===== src/crtc_pkg.sv =====
// constants shared by the refresh/cursor/pen block and its buffer
// assumes a single 25 MHz character clock and the indexed host port
package crtc_pkg;
  // internal register numbers behind the index register
  localparam logic [4:0] REG_SKEW  = 5'h08;
  localparam logic [4:0] REG_SCANS = 5'h09;
  localparam logic [4:0] REG_CSTRT = 5'h0a;
  localparam logic [4:0] REG_CEND  = 5'h0b;
  localparam logic [4:0] REG_SAH   = 5'h0c;
  localparam logic [4:0] REG_SAL   = 5'h0d;
  localparam logic [4:0] REG_CLH   = 5'h0e;
  localparam logic [4:0] REG_CLL   = 5'h0f;
  localparam logic [4:0] REG_PENH  = 5'h10;
  localparam logic [4:0] REG_PENL  = 5'h11;

  // field positions
  localparam int DISP_SKEW_LSB  = 4;
  localparam int CUR_SKEW_LSB   = 6;
  localparam int BLINK_EN_BIT   = 6;
  localparam int BLINK_RATE_BIT = 5;
  localparam int BLINK_FAST_BIT = 3;
  localparam int BLINK_SLOW_BIT = 4;
  localparam logic [1:0] SKEW_OFF = 2'h3;

  // reset values
  localparam logic [7:0]  SKEW_RST  = 8'h00;
  localparam logic [4:0]  SCANS_RST = 5'h07;
  localparam logic [6:0]  CSTRT_RST = 7'h00;
  localparam logic [4:0]  CEND_RST  = 5'h07;
  localparam logic [13:0] ADDR_RST  = 14'h0000;

  // frame geometry used by the refresh counters
  localparam logic [7:0] H_TOTAL = 8'h3f;
  localparam logic [7:0] H_DISP  = 8'h28;
  localparam logic [6:0] V_TOTAL = 7'h26;
  localparam logic [6:0] V_DISP  = 7'h20;

  // output buffer shape
  localparam int FIFO_WIDTH = 16;
  localparam int FIFO_DEPTH = 4;
endpackage


===== src/skew_delay.sv =====
// programmable 0/1/2 character delay of one enable, code 3 forces off
// assumes advance marks each character time on the same clock
`timescale 1ns/1ps
module skew_delay
  import crtc_pkg::*;
(
  // clock and reset
  input  wire logic       clk,
  input  wire logic       rst_n,
  // control
  input  wire logic       advance,
  input  wire logic [1:0] skew,
  // enable in and out
  input  wire logic       din,
  output logic            dout
);
  logic [1:0] stage_q;

  always_ff @(posedge clk) begin
    if (!rst_n) begin
      stage_q <= 2'h0;
    end else if (advance) begin
      stage_q <= {stage_q[0], din};
    end
  end

  always_comb begin
    case (skew)
      2'h0:    dout = din;
      2'h1:    dout = stage_q[0];
      2'h2:    dout = stage_q[1];
      default: dout = 1'b0;
    endcase
  end
endmodule


===== src/raster_fifo.sv =====
// small first-in first-out buffer with valid/ready on both sides
// assumes one clock; DEPTH is a power of two
`timescale 1ns/1ps
module raster_fifo #(
  parameter int WIDTH = 16,
  parameter int DEPTH = 4
) (
  // clock and reset
  input  wire logic             clk,
  input  wire logic             rst_n,
  // fill side
  input  wire logic             inValid,
  output logic                  inReady,
  input  wire logic [WIDTH-1:0] inData,
  // drain side
  output logic                  outValid,
  input  wire logic             outReady,
  output logic [WIDTH-1:0]      outData
);
  localparam int AW = $clog2(DEPTH);
  logic [WIDTH-1:0] mem_q [DEPTH];
  logic [AW:0]      wrPtr_q;
  logic [AW:0]      rdPtr_q;
  logic             push;
  logic             pop;

  assign inReady  = !((wrPtr_q[AW] != rdPtr_q[AW]) && (wrPtr_q[AW-1:0] == rdPtr_q[AW-1:0]));
  assign outValid = wrPtr_q != rdPtr_q;
  assign push     = inValid && inReady;
  assign pop      = outValid && outReady;
  assign outData  = mem_q[rdPtr_q[AW-1:0]];

  always_ff @(posedge clk) begin
    if (push) begin
      mem_q[wrPtr_q[AW-1:0]] <= inData;
    end
  end

  always_ff @(posedge clk) begin
    if (!rst_n) begin
      wrPtr_q <= '0;
      rdPtr_q <= '0;
    end else begin
      if (push) begin
        wrPtr_q <= wrPtr_q + (AW+1)'(1);
      end
      if (pop) begin
        rdPtr_q <= rdPtr_q + (AW+1)'(1);
      end
    end
  end
endmodule


===== src/crtc_refresh.sv =====
// refresh address, cursor, light pen and start address part of a crt controller
// assumes host on the indexed byte port, video memory fetch downstream of the buffer
`timescale 1ns/1ps
// Notes on behaviour
// display skew bits 4-5 delay; code 3 blanks
// cursor skew bits 6-7 delay; code 3 disables
// scan lines per row is value plus one
// cursor start bit 6 selects blinking, bit 7 unused
// bit 5 picks blink at 1/16 or 1/32 field
// low five bits give cursor start line
// five-bit cursor end line
// cursor location 14 bits, read and write
// cursor shown where address matches, within lines
// pen strobe high loads pen register with address
// pen position kept per character only
// start address 14 bits, write only, split 8/6
// first frame address equals start address
// start address registers read back as zero
// external logic wraps addresses above 0x7fff
// host scrolls rows by adding characters per line
// host scrolls sideways by adding or subtracting one
// host keeps start address inside screen memory
// host divides byte address by eight first
// host selects register via index then data
// address advances per character, rows continue on
// strobe synchronised, one capture per rising edge
module crtc_refresh
  import crtc_pkg::*;
(
  // clock and reset
  input  wire logic         clk,
  input  wire logic         rst_n,
  // host port
  input  wire logic         busSelect,
  input  wire logic         busDataSel,
  input  wire logic         busWrite,
  input  wire logic [7:0]   busWriteData,
  output logic [7:0]        busReadData,
  // light pen pin
  input  wire logic         penStrobe,
  // raster stream to video memory and monitor
  output logic              rasterValid,
  input  wire logic         rasterReady,
  output logic [13:0]       memAddr,
  output logic              dispEnable,
  output logic              cursorOut
);
  logic [4:0]  regIndex_q;
  logic [7:0]  skewCtl_q;
  logic [4:0]  scanLines_q;
  logic [6:0]  cursorStart_q;
  logic [4:0]  cursorEnd_q;
  logic [13:0] startAddr_q;
  logic [13:0] cursorLoc_q;
  logic [13:0] penLoc_q;
  logic [7:0]  readData_d;
  logic [7:0]  busReadData_q;
  logic [7:0]  charCnt_q;
  logic [4:0]  scanCnt_q;
  logic [6:0]  rowCnt_q;
  logic [13:0] ma_q;
  logic [13:0] rowStart_q;
  logic [4:0]  blinkCnt_q;
  logic        penSync1_q;
  logic        penSync2_q;
  logic        penPrev_q;
  logic        penEdge;
  logic        advance;
  logic        lineEnd;
  logic        rowEnd;
  logic        frameEnd;
  logic        displayRaw;
  logic        blinkPhase;
  logic        cursorRaw;
  logic        dispDelayed;
  logic        curDelayed;
  logic        fifoInReady;
  logic        hostWrite;
  logic [FIFO_WIDTH-1:0] fifoOut;

  assign hostWrite = busSelect && busWrite;

  // index register, then the data location reaches the selected register
  always_ff @(posedge clk) begin
    if (!rst_n) begin
      regIndex_q <= 5'h00;
    end else if (hostWrite && !busDataSel) begin
      regIndex_q <= busWriteData[4:0];
    end
  end

  always_ff @(posedge clk) begin
    if (!rst_n) begin
      skewCtl_q     <= SKEW_RST;
      scanLines_q   <= SCANS_RST;
      cursorStart_q <= CSTRT_RST;
      cursorEnd_q   <= CEND_RST;
      startAddr_q   <= ADDR_RST;
      cursorLoc_q   <= ADDR_RST;
    end else if (hostWrite && busDataSel) begin
      case (regIndex_q)
        REG_SKEW:  skewCtl_q <= busWriteData;
        REG_SCANS: scanLines_q <= busWriteData[4:0];
        REG_CSTRT: cursorStart_q <= busWriteData[6:0];
        REG_CEND:  cursorEnd_q <= busWriteData[4:0];
        REG_SAH:   startAddr_q[13:8] <= busWriteData[5:0];
        REG_SAL:   startAddr_q[7:0] <= busWriteData;
        REG_CLH:   cursorLoc_q[13:8] <= busWriteData[5:0];
        REG_CLL:   cursorLoc_q[7:0] <= busWriteData;
        default:   ;
      endcase
    end
  end

  // write-only registers and the index read as zero
  always_comb begin
    readData_d = 8'h00;
    if (busDataSel) begin
      case (regIndex_q)
        REG_CLH:  readData_d = {2'h0, cursorLoc_q[13:8]};
        REG_CLL:  readData_d = cursorLoc_q[7:0];
        REG_PENH: readData_d = {2'h0, penLoc_q[13:8]};
        REG_PENL: readData_d = penLoc_q[7:0];
        default:  readData_d = 8'h00;
      endcase
    end
  end

  always_ff @(posedge clk) begin
    if (!rst_n) begin
      busReadData_q <= 8'h00;
    end else begin
      busReadData_q <= readData_d;
    end
  end

  assign busReadData = busReadData_q;

  // a full buffer stalls the whole raster so no character is dropped
  assign advance    = fifoInReady;
  assign lineEnd    = charCnt_q == H_TOTAL;
  assign rowEnd     = lineEnd && (scanCnt_q >= scanLines_q);
  assign frameEnd   = rowEnd && (rowCnt_q == V_TOTAL);
  assign displayRaw = (charCnt_q < H_DISP) && (rowCnt_q < V_DISP);

  always_ff @(posedge clk) begin
    if (!rst_n) begin
      charCnt_q <= 8'h00;
    end else if (advance) begin
      charCnt_q <= lineEnd ? 8'h00 : charCnt_q + 8'h01;
    end
  end

  // >= so that lowering the setting mid-row still ends the row
  always_ff @(posedge clk) begin
    if (!rst_n) begin
      scanCnt_q <= 5'h00;
      rowCnt_q  <= 7'h00;
    end else if (advance && lineEnd) begin
      if (rowEnd) begin
        scanCnt_q <= 5'h00;
        rowCnt_q  <= frameEnd ? 7'h00 : rowCnt_q + 7'h01;
      end else begin
        scanCnt_q <= scanCnt_q + 5'h01;
      end
    end
  end

  // refresh address: one per displayed character, rows continue on
  always_ff @(posedge clk) begin
    if (!rst_n) begin
      ma_q       <= ADDR_RST;
      rowStart_q <= ADDR_RST;
    end else if (advance) begin
      if (frameEnd) begin
        ma_q       <= startAddr_q;
        rowStart_q <= startAddr_q;
      end else if (rowEnd) begin
        ma_q       <= 14'(rowStart_q + {6'h00, H_DISP});
        rowStart_q <= 14'(rowStart_q + {6'h00, H_DISP});
      end else if (lineEnd) begin
        ma_q <= rowStart_q;
      end else if (displayRaw) begin
        ma_q <= ma_q + 14'h0001;
      end
    end
  end

  // field counter drives the cursor blink
  always_ff @(posedge clk) begin
    if (!rst_n) begin
      blinkCnt_q <= 5'h00;
    end else if (advance && frameEnd) begin
      blinkCnt_q <= blinkCnt_q + 5'h01;
    end
  end

  assign blinkPhase = cursorStart_q[BLINK_RATE_BIT] ? !blinkCnt_q[BLINK_SLOW_BIT]
                                                    : !blinkCnt_q[BLINK_FAST_BIT];
  assign cursorRaw  = displayRaw && (ma_q == cursorLoc_q)
                      && (scanCnt_q >= cursorStart_q[4:0]) && (scanCnt_q <= cursorEnd_q)
                      && (!cursorStart_q[BLINK_EN_BIT] || blinkPhase);

  skew_delay dispSkew (
    .clk     (clk),
    .rst_n   (rst_n),
    .advance (advance),
    .skew    (skewCtl_q[DISP_SKEW_LSB+:2]),
    .din     (displayRaw),
    .dout    (dispDelayed)
  );

  skew_delay curSkew (
    .clk     (clk),
    .rst_n   (rst_n),
    .advance (advance),
    .skew    (skewCtl_q[CUR_SKEW_LSB+:2]),
    .din     (cursorRaw),
    .dout    (curDelayed)
  );

  raster_fifo #(
    .WIDTH (FIFO_WIDTH),
    .DEPTH (FIFO_DEPTH)
  ) outBuf (
    .clk      (clk),
    .rst_n    (rst_n),
    .inValid  (1'b1),
    .inReady  (fifoInReady),
    .inData   ({ma_q, dispDelayed, curDelayed}),
    .outValid (rasterValid),
    .outReady (rasterReady),
    .outData  (fifoOut)
  );

  assign memAddr    = fifoOut[15:2];
  assign dispEnable = fifoOut[1];
  assign cursorOut  = fifoOut[0];

  // pen strobe is asynchronous; only the second flop feeds the edge detect
  always_ff @(posedge clk) begin
    if (!rst_n) begin
      penSync1_q <= 1'b0;
      penSync2_q <= 1'b0;
      penPrev_q  <= 1'b0;
    end else begin
      penSync1_q <= penStrobe;
      penSync2_q <= penSync1_q;
      penPrev_q  <= penSync2_q;
    end
  end

  assign penEdge = penSync2_q && !penPrev_q;

  // capture is of the character address only, two cycles of sync latency
  always_ff @(posedge clk) begin
    if (!rst_n) begin
      penLoc_q <= ADDR_RST;
    end else if (penEdge) begin
      penLoc_q <= ma_q;
    end
  end

  scan_wrap_a: assert property (@(posedge clk) disable iff (!rst_n)
    (advance && rowEnd) |=> (scanCnt_q == 5'h00))
    else $error("scan line count did not restart after last line");

  frame_start_a: assert property (@(posedge clk) disable iff (!rst_n)
    (advance && frameEnd) |=> (ma_q == $past(startAddr_q)))
    else $error("frame did not start at the start address");

  char_step_a: assert property (@(posedge clk) disable iff (!rst_n)
    (advance && !lineEnd && displayRaw) |=> (ma_q == 14'($past(ma_q) + 14'h0001)))
    else $error("refresh address did not step by one");

  pen_load_a: assert property (@(posedge clk) disable iff (!rst_n)
    $rose(penSync2_q) |=> (penLoc_q == $past(ma_q)))
    else $error("pen register missed the strobe address");

  pen_hold_a: assert property (@(posedge clk) disable iff (!rst_n)
    (penSync2_q && penPrev_q) [*2] |=> $stable(penLoc_q))
    else $error("pen register reloaded while strobe held high");

  disp_off_a: assert property (@(posedge clk) disable iff (!rst_n)
    (skewCtl_q[DISP_SKEW_LSB+:2] == SKEW_OFF) |-> !dispDelayed)
    else $error("display enable active with blanking code");

  cur_off_a: assert property (@(posedge clk) disable iff (!rst_n)
    (skewCtl_q[CUR_SKEW_LSB+:2] == SKEW_OFF) |-> !curDelayed)
    else $error("cursor active with disable code");

  cur_lines_a: assert property (@(posedge clk) disable iff (!rst_n)
    cursorRaw |-> (scanCnt_q >= cursorStart_q[4:0]) && (scanCnt_q <= cursorEnd_q) && (ma_q == cursorLoc_q))
    else $error("cursor outside its lines or position");

  start_hidden_a: assert property (@(posedge clk) disable iff (!rst_n)
    (busDataSel && (regIndex_q == REG_SAH || regIndex_q == REG_SAL)) |=> (busReadData == 8'h00))
    else $error("start address read back its contents");

  cur_write_a: assert property (@(posedge clk) disable iff (!rst_n)
    (hostWrite && busDataSel && regIndex_q == REG_CLL) ##1 (busDataSel && regIndex_q == REG_CLL && !hostWrite)
      |=> (busReadData == $past(cursorLoc_q[7:0], 1)) && (cursorLoc_q[7:0] == $past(busWriteData, 2)))
    else $error("cursor location low byte not stored or read");
endmodule


===== config.mk =====
export PLATFORM = sky130hd
export DESIGN_NAME = crtc_refresh
export DESIGN_NICKNAME = d
export VERILOG_FILES = /design/src/crtc_pkg.sv /design/src/skew_delay.sv /design/src/raster_fifo.sv /design/src/crtc_refresh.sv
export SDC_FILE = /design/constraint.sdc
export NUM_CORES = 1
export LEC_CHECK = 0
export BUFFER_PORTS_ARGS = -buffer_cell sky130_fd_sc_hd__buf_2
export CORE_UTILIZATION = 38
export DETAILED_ROUTE_END_ITERATION = 16
export GPL_ROUTABILITY_DRIVEN = 1
export SLEW_MARGIN = 15
export SYNTH_ARGS = -nofsm -noshare
export SYNTH_HDL_FRONTEND = slang
export SYNTH_SLANG_ARGS = --single-unit

===== constraint.sdc =====
create_clock -name clk -period 2.5 [get_ports clk]
set_clock_uncertainty 0.15 [all_clocks]
set_input_delay 0.5 -clock clk [delete_from_list [all_inputs] [get_ports clk]]
set_output_delay 0.5 -clock clk [all_outputs]
set_load 0.01 [all_outputs]

# Word-level counts from Yosys, hierarchy flattened
# Memories as Yosys holds them, arrays and structs flattened. A register that Yosys moved wholly into a read port is not among the register bits.
# Cells that the tools add are included.
[totals]
regBits = 146
ramBits = 64
in_bits = 15
out_inout_bits = 25
wordCells = 113
n_memories = 1
[op_classes]
add_sub_neg = 8
n_lt_le_gt_ge = 5
eq_ne = 20
muxes = 16
bitwise_logic = 1
reduce_logical = 38
[mem_list]
columns = ["name", "words", "width", "read_ports", "rd_clocked_by_memory_dff", "wr", "line", "rtl"]
rows = [
  ["outBuf.mem_q", 4, 16, 1, 1, 1, "raster_fifo.sv:21", "logic [WIDTH-1:0] mem_q [DEPTH];"],
]
[ops]
columns = ["operator", "count"]
rows = [
  ["$mux 14", 6],
  ["$eq 5x4->1 const B", 8],
  ["$pmux 8 s4", 1],
  ["$reduce_and 2->1", 12],
  ["$logic_and 1x1->1", 15],
  ["$add 14x1->14 const B", 1],
  ["$add 14x6->14 const B", 1],
  ["$eq 14x14->1", 1],
  ["$add 5x1->5 const B", 2],
  ["$eq 5x5->1 const B", 2],
  ["$ge 5x5->1", 2],
  ["$add 8x1->8 const B", 1],
  ["$eq 8x6->1 const B", 1],
  ["$lt 8x6->1 const B", 1],
  ["$mux 8", 1],
  ["$add 7x1->7 const B", 1],
  ["$eq 7x6->1 const B", 1],
  ["$lt 7x6->1 const B", 1],
  ["$mux 7", 1],
  ["$add 3x1->3 const B", 2],
  ["$logic_not 1->1", 6],
  ["$pmux 1 s3", 2],
  ["$le 5x5->1", 1],
  ["$mux 5", 1],
  ["other kinds (12)", 17],
]

# Longest topological paths before layout
[logic_depth]
ltp_word = 7
depth_mapped = 10
ltp_nobuf = 8

# By module
# From an unflattened synthesis, not the netlist that was laid out.
[unflattened]
hier_cells = 932
hier_area_um2 = 9669.3
[by_module_without_submodules]
columns = ["mod", "n_inst", "cells_per_inst", "area_each_um2", "seq_area_each_um2"]
rows = [
  ["crtc_refresh", 1, 762, 6606.3, 2642.5],
  ["raster_fifo", 1, 152, 2877.8, 2082.0],
  ["skew_delay", 2, 9, 92.6, 40.0],
]

# Worst setup path after synthesis
# No wires, ideal clock.
[synth_path]
path_type = "reg-to-reg"
from = "reg outBuf.wrPtr_q[0]"
to = "mem outBuf.mem_q[0][0], enable pin"
setup_ns = 0.390
arrival_time_ns = 2.058
t_required_ns = 1.960
path_slack_ns = -0.098
path_stages_with_launch = 7
path_buffers = 3
synth_period_minus_slack_ns = 2.598
cell_sequence = "dfxtp_1 xnor2_1 and3b_1 clkbuf_1 clkbuf_1 clkbuf_1 nor2b_1"
[synth_between]
elab_chain_len = 3
[synth_rtl]
columns = ["item", "line", "rtl"]
rows = [
  ["from (decl)", "raster_fifo.sv:22", "logic [AW:0] wrPtr_q;"],
  ["from (signal assigned)", "raster_fifo.sv:45", "wrPtr_q <= wrPtr_q + (AW+1)'(1);"],
  ["$eq 2x2->1", "raster_fifo.sv:27", "assign inReady = !((wrPtr_q[AW] != rdPtr_q[AW]) && (wrPtr_q[AW-1:0] == rdPtr_q[AW-1:0]));"],
  ["$logic_and 1x1->1", "raster_fifo.sv:27", ""],
  ["$mux 1 (not written as such)", "raster_fifo.sv:35", "mem_q[wrPtr_q[AW-1:0]] <= inData;"],
  ["to (decl)", "raster_fifo.sv:21", ""],
]
# Several ways; a longest one is shown, not always the timed one.

# Final worst setup path
[layout_path]
from = "reg scanCnt_q[2]"
to = "mem outBuf.mem_q[0][0], data pin"
[layout_between]
elab_chain_len = 5
elab_cells_between_ends = 6
cone_classes = "2 x order compare; 1 x mux; 3 x reduce/logical"
[layout_rtl]
columns = ["item", "line", "rtl"]
rows = [
  ["from (decl)", "crtc_refresh.sv:59", "logic [4:0] scanCnt_q;"],
  ["from (signal assigned)", "crtc_refresh.sv:164", "scanCnt_q <= scanCnt_q + 5'h01;"],
  ["$ge 5x5->1", "crtc_refresh.sv:201", "&& (scanCnt_q >= cursorStart_q[4:0]) && (scanCnt_q <= cursorEnd_q)"],
  ["$logic_and 1x1->1", "crtc_refresh.sv:201", ""],
  ["$logic_and 1x1->1 (*)", "crtc_refresh.sv:201", ""],
  ["$logic_and 1x1->1 (*)", "crtc_refresh.sv:202", "&& (!cursorStart_q[BLINK_EN_BIT] || blinkPhase);"],
  ["$pmux 1 s3 (*)", "skew_delay.sv:28", "case (skew)"],
  ["via curDelayed", "crtc_refresh.sv:76", "logic curDelayed;"],
]
# The timed path passes the listed nets; every way through them passes the cells marked *.

==> results.tsv <==
metric	value	unit
outcome	finished, final reports clean	
clk slew on worst S/H paths	0.06	ns
HPWL Detailed	16.06	mm
synth top area cells	dfxtp_1 30%, edfxtp_1 20%, mux2i_1 7.9%, nor2b_1 4.3%, mux4_2 3.8%	
Cell Area, Synth	9607	um2
final instance area	11480	um2
fin nets	1028	
CTS Buffer Depth	3	
Mean Syn Cell Area	10.64	um2
DR DRC count	0	
Critical Path AT	2.67	ns
drt wl/cell	17.82	um
Tightest Pin Transition	0.5391	ns
post-synth top area cell	dfxtp_1	
largest net degree at the start of global routing	43	
CP Capture Type	register	
diodes inserted	0	
Slew Limit Fails	0	
DRT antenna net count	0	
most frequent cells in the layout	137 x dfxtp_1, 81 x nand2_1, 75 x mux2i_1	
Slew headroom	64.06	%
VDD IR-drop max	0.4953	mV
first-pass GRT wire length	37.53	mm
flops & latches, synth	208	
FMAX	410.4	MHz
row count	57	
Final min period	2.436	ns
total CTS buffers	24	
Overall Power	8.947	mW
clock sinks	208	
Die Span Y	161	um
Synth Instances	903	
unrepaired setup endpoints after global routing	yes	
async set-reset flop share out of synthesis	0	%
syn_nets	945	
Startpoint Class	register	
Placed Area	10570	um2
fillers	2330	
pre-CTS WS	-0.06468	ns
Vias per Instance	5.262	
Initial Utilization	39.16	%
Core Area	24530	um2
Setup TNS	0	ns
required time worst endpoint	2.73	ns
CP Class	register to register	
hold slack final	0.04023	ns
part of the Yosys area used for sequential elements	50.01	%
final hold violations	0	
vias in the first global route	6796	
GPL Wtd Cong	0.8554	
Clock Latency Late Sink	0.52	ns
Post-synth top flop	dfxtp_1	
root buffer cell	clkbuf_16	
die outline width	161	um
num ports	40	
largest fanout on the critical path	5	
setup ws final	0.06356	ns
top cell type's share of synthesized area	30.01	%
# hold bufs at CTS	0	
Hold WC Path Type	primary input to register	
Detailed Routing Iterations Pass 1	5	
EDFF count, synth	64	
share of cells above drive strength 1	19.82	%
port bufs	39	
leak pwr	4.413	nW
die area	25920	um2
CTS HTree Levels	1	
TritonCTS clock tree	yes	
Synth Warn #	0	
Period Utilization, post-route	97.46	%
most common cell after layout, fill and taps aside	dfxtp_1	
Distinct cells, synth	64	
area delta synth->final	19.51	%
fin util	46.80	%
routed wire length	23.66	mm
Max-Cap Viols	0	
DRT iter0 DRCs	466	
DR vias	6988	
GR Util All Layers	18.26	%
initial antenna violation count	0	
total grt overflow	0	
Placed Cells	1280	
setup violators final	0	
Pwr per Cell Area	779.3	nW/um2
Final Non-Filler Cells	1328	
## routing by layer
metal	track usage, %	wire, um
met5	0	0
met4	5.103	596
met3	2.388	1153
met2	29.29	10970
met1	25.78	10940
## path summary, 6_finish.rpt
path | startpoint | cells past startpoint | slack [ns] | end
worst max register to register | scanCnt_q[2]$_SDFFE_PN0P_ | 9 | 0.06 | outBuf.mem_q[0][0]$_DFFE_PP_
worst max-delay path | scanCnt_q[2]$_SDFFE_PN0P_ | 9 | 0.06 | outBuf.mem_q[0][0]$_DFFE_PP_
worst min register to register | penSync1_q$_SDFF_PN0_ | 1 | 0.30 | penSync2_q$_SDFF_PN0_
worst min-delay path | penStrobe | 2 | 0.04 | penSync1_q$_SDFF_PN0_
## report_power, final
| group | switching [mW] | leakage (nW) | internal, mW | total (mW) |
|---|---|---|---|---|
| combinational | 0.808 | 2.26 | 0.771 | 1.58 |
| sequential | 0.170 | 1.78 | 3.85 | 4.02 |
| clock | 1.39 | 0.375 | 1.96 | 3.34 |
## state kept, by name, indices dropped and copies added (netlist names), 3 cells and up, named ones only
name / flops
scanCnt_q: 5
cursorLoc_q: 14
charCnt_q: 8
outBuf.wrPtr_q: 3
penLoc_q: 14
rowCnt_q: 7
cursorEnd_q: 5
outBuf.mem_q: 64
startAddr_q: 14
skewCtl_q: 4
rowStart_q: 14
regIndex_q: 5
busReadData: 8
ma_q: 14
outBuf.rdPtr_q: 3
scanLines_q: 5
cursorStart_q: 7
blinkCnt_q: 5
## synthesized netlist by cell type (2+ instances only)
| library cell | n |
|---|---|
| a211o_1 | 4 |
| a211oi_1 | 2 |
| a21boi_0 | 20 |
| a21o_1 | 7 |
| a21oi_1 | 18 |
| a221oi_1 | 3 |
| a22oi_1 | 5 |
| a311o_1 | 2 |
| a31oi_1 | 11 |
| a32o_1 | 6 |
| and2_1 | 19 |
| and3_1 | 10 |
| buf_1 | 5 |
| buf_2 | 4 |
| clkbuf_1 | 49 |
| dfxtp_1 | 144 |
| edfxtp_1 | 64 |
| ha_1 | 27 |
| inv_1 | 21 |
| mux2_2 | 3 |
| mux2i_1 | 76 |
| mux4_2 | 16 |
| nand2_1 | 82 |
| nand2b_1 | 9 |
| nand3_1 | 39 |
| nand3b_1 | 4 |
| nand4_1 | 12 |
| nor2_1 | 26 |
| nor2_2 | 2 |
| nor2b_1 | 66 |
| nor3_1 | 12 |
| nor3b_1 | 2 |
| nor4_1 | 7 |
| nor4b_1 | 2 |
| o21a_1 | 4 |
| o21ai_0 | 25 |
| o22ai_1 | 13 |
| o31ai_1 | 6 |
| or3_1 | 4 |
| or4_1 | 2 |
| xnor2_1 | 22 |
| xor2_1 | 26 |
## kinds of logic after synthesis
group                      count (synthesis)  synth area share, %
and+or+nand+nor                          309                17.24
DFF                                      208                50.01
AOI/OAI and AO/OA                        137                9.690
muxes                                     95                12.02
buffers and inverters                     79                3.139
xor gates and xnor gates                  48                4.376
adders and majority gates                 27                3.516
## critical path: stages, from the launching register on
cell,delay (ns)
dfxtp_2,0.32
buf_6,0.13
ha_1,0.26
and3_4,0.15
a221o_1,0.35
a2111oi_2,0.37
buf_4,0.17
a31oi_2,0.07
o22ai_1,0.15
buf_4,0.18
## cell type report
cell class	count	area (um2)	area share (%)
Clock buffer	31	656.9	5.721
Timing Repair Buffer	115	838.3	7.302
Clock inverter	13	101.3	0.8827
Tap cell	324	405.4	3.531
Multi-Input combinational cell	616	4587	39.95
Sequential cell	208	4813	41.92
Inverter	21	78.83	0.6866
## repair_timing
item | in CTS | in global routing
endpoints found under the hold margin | 0 | 0
gates resized for setup | 6 | 20
cloned | 0 | 1
pin swaps | 0 | 8
endpoints found under the setup margin | 32 | 14
buffers inserted | 0 | 3
Note: power is estimated with default switching activity, not from simulation.
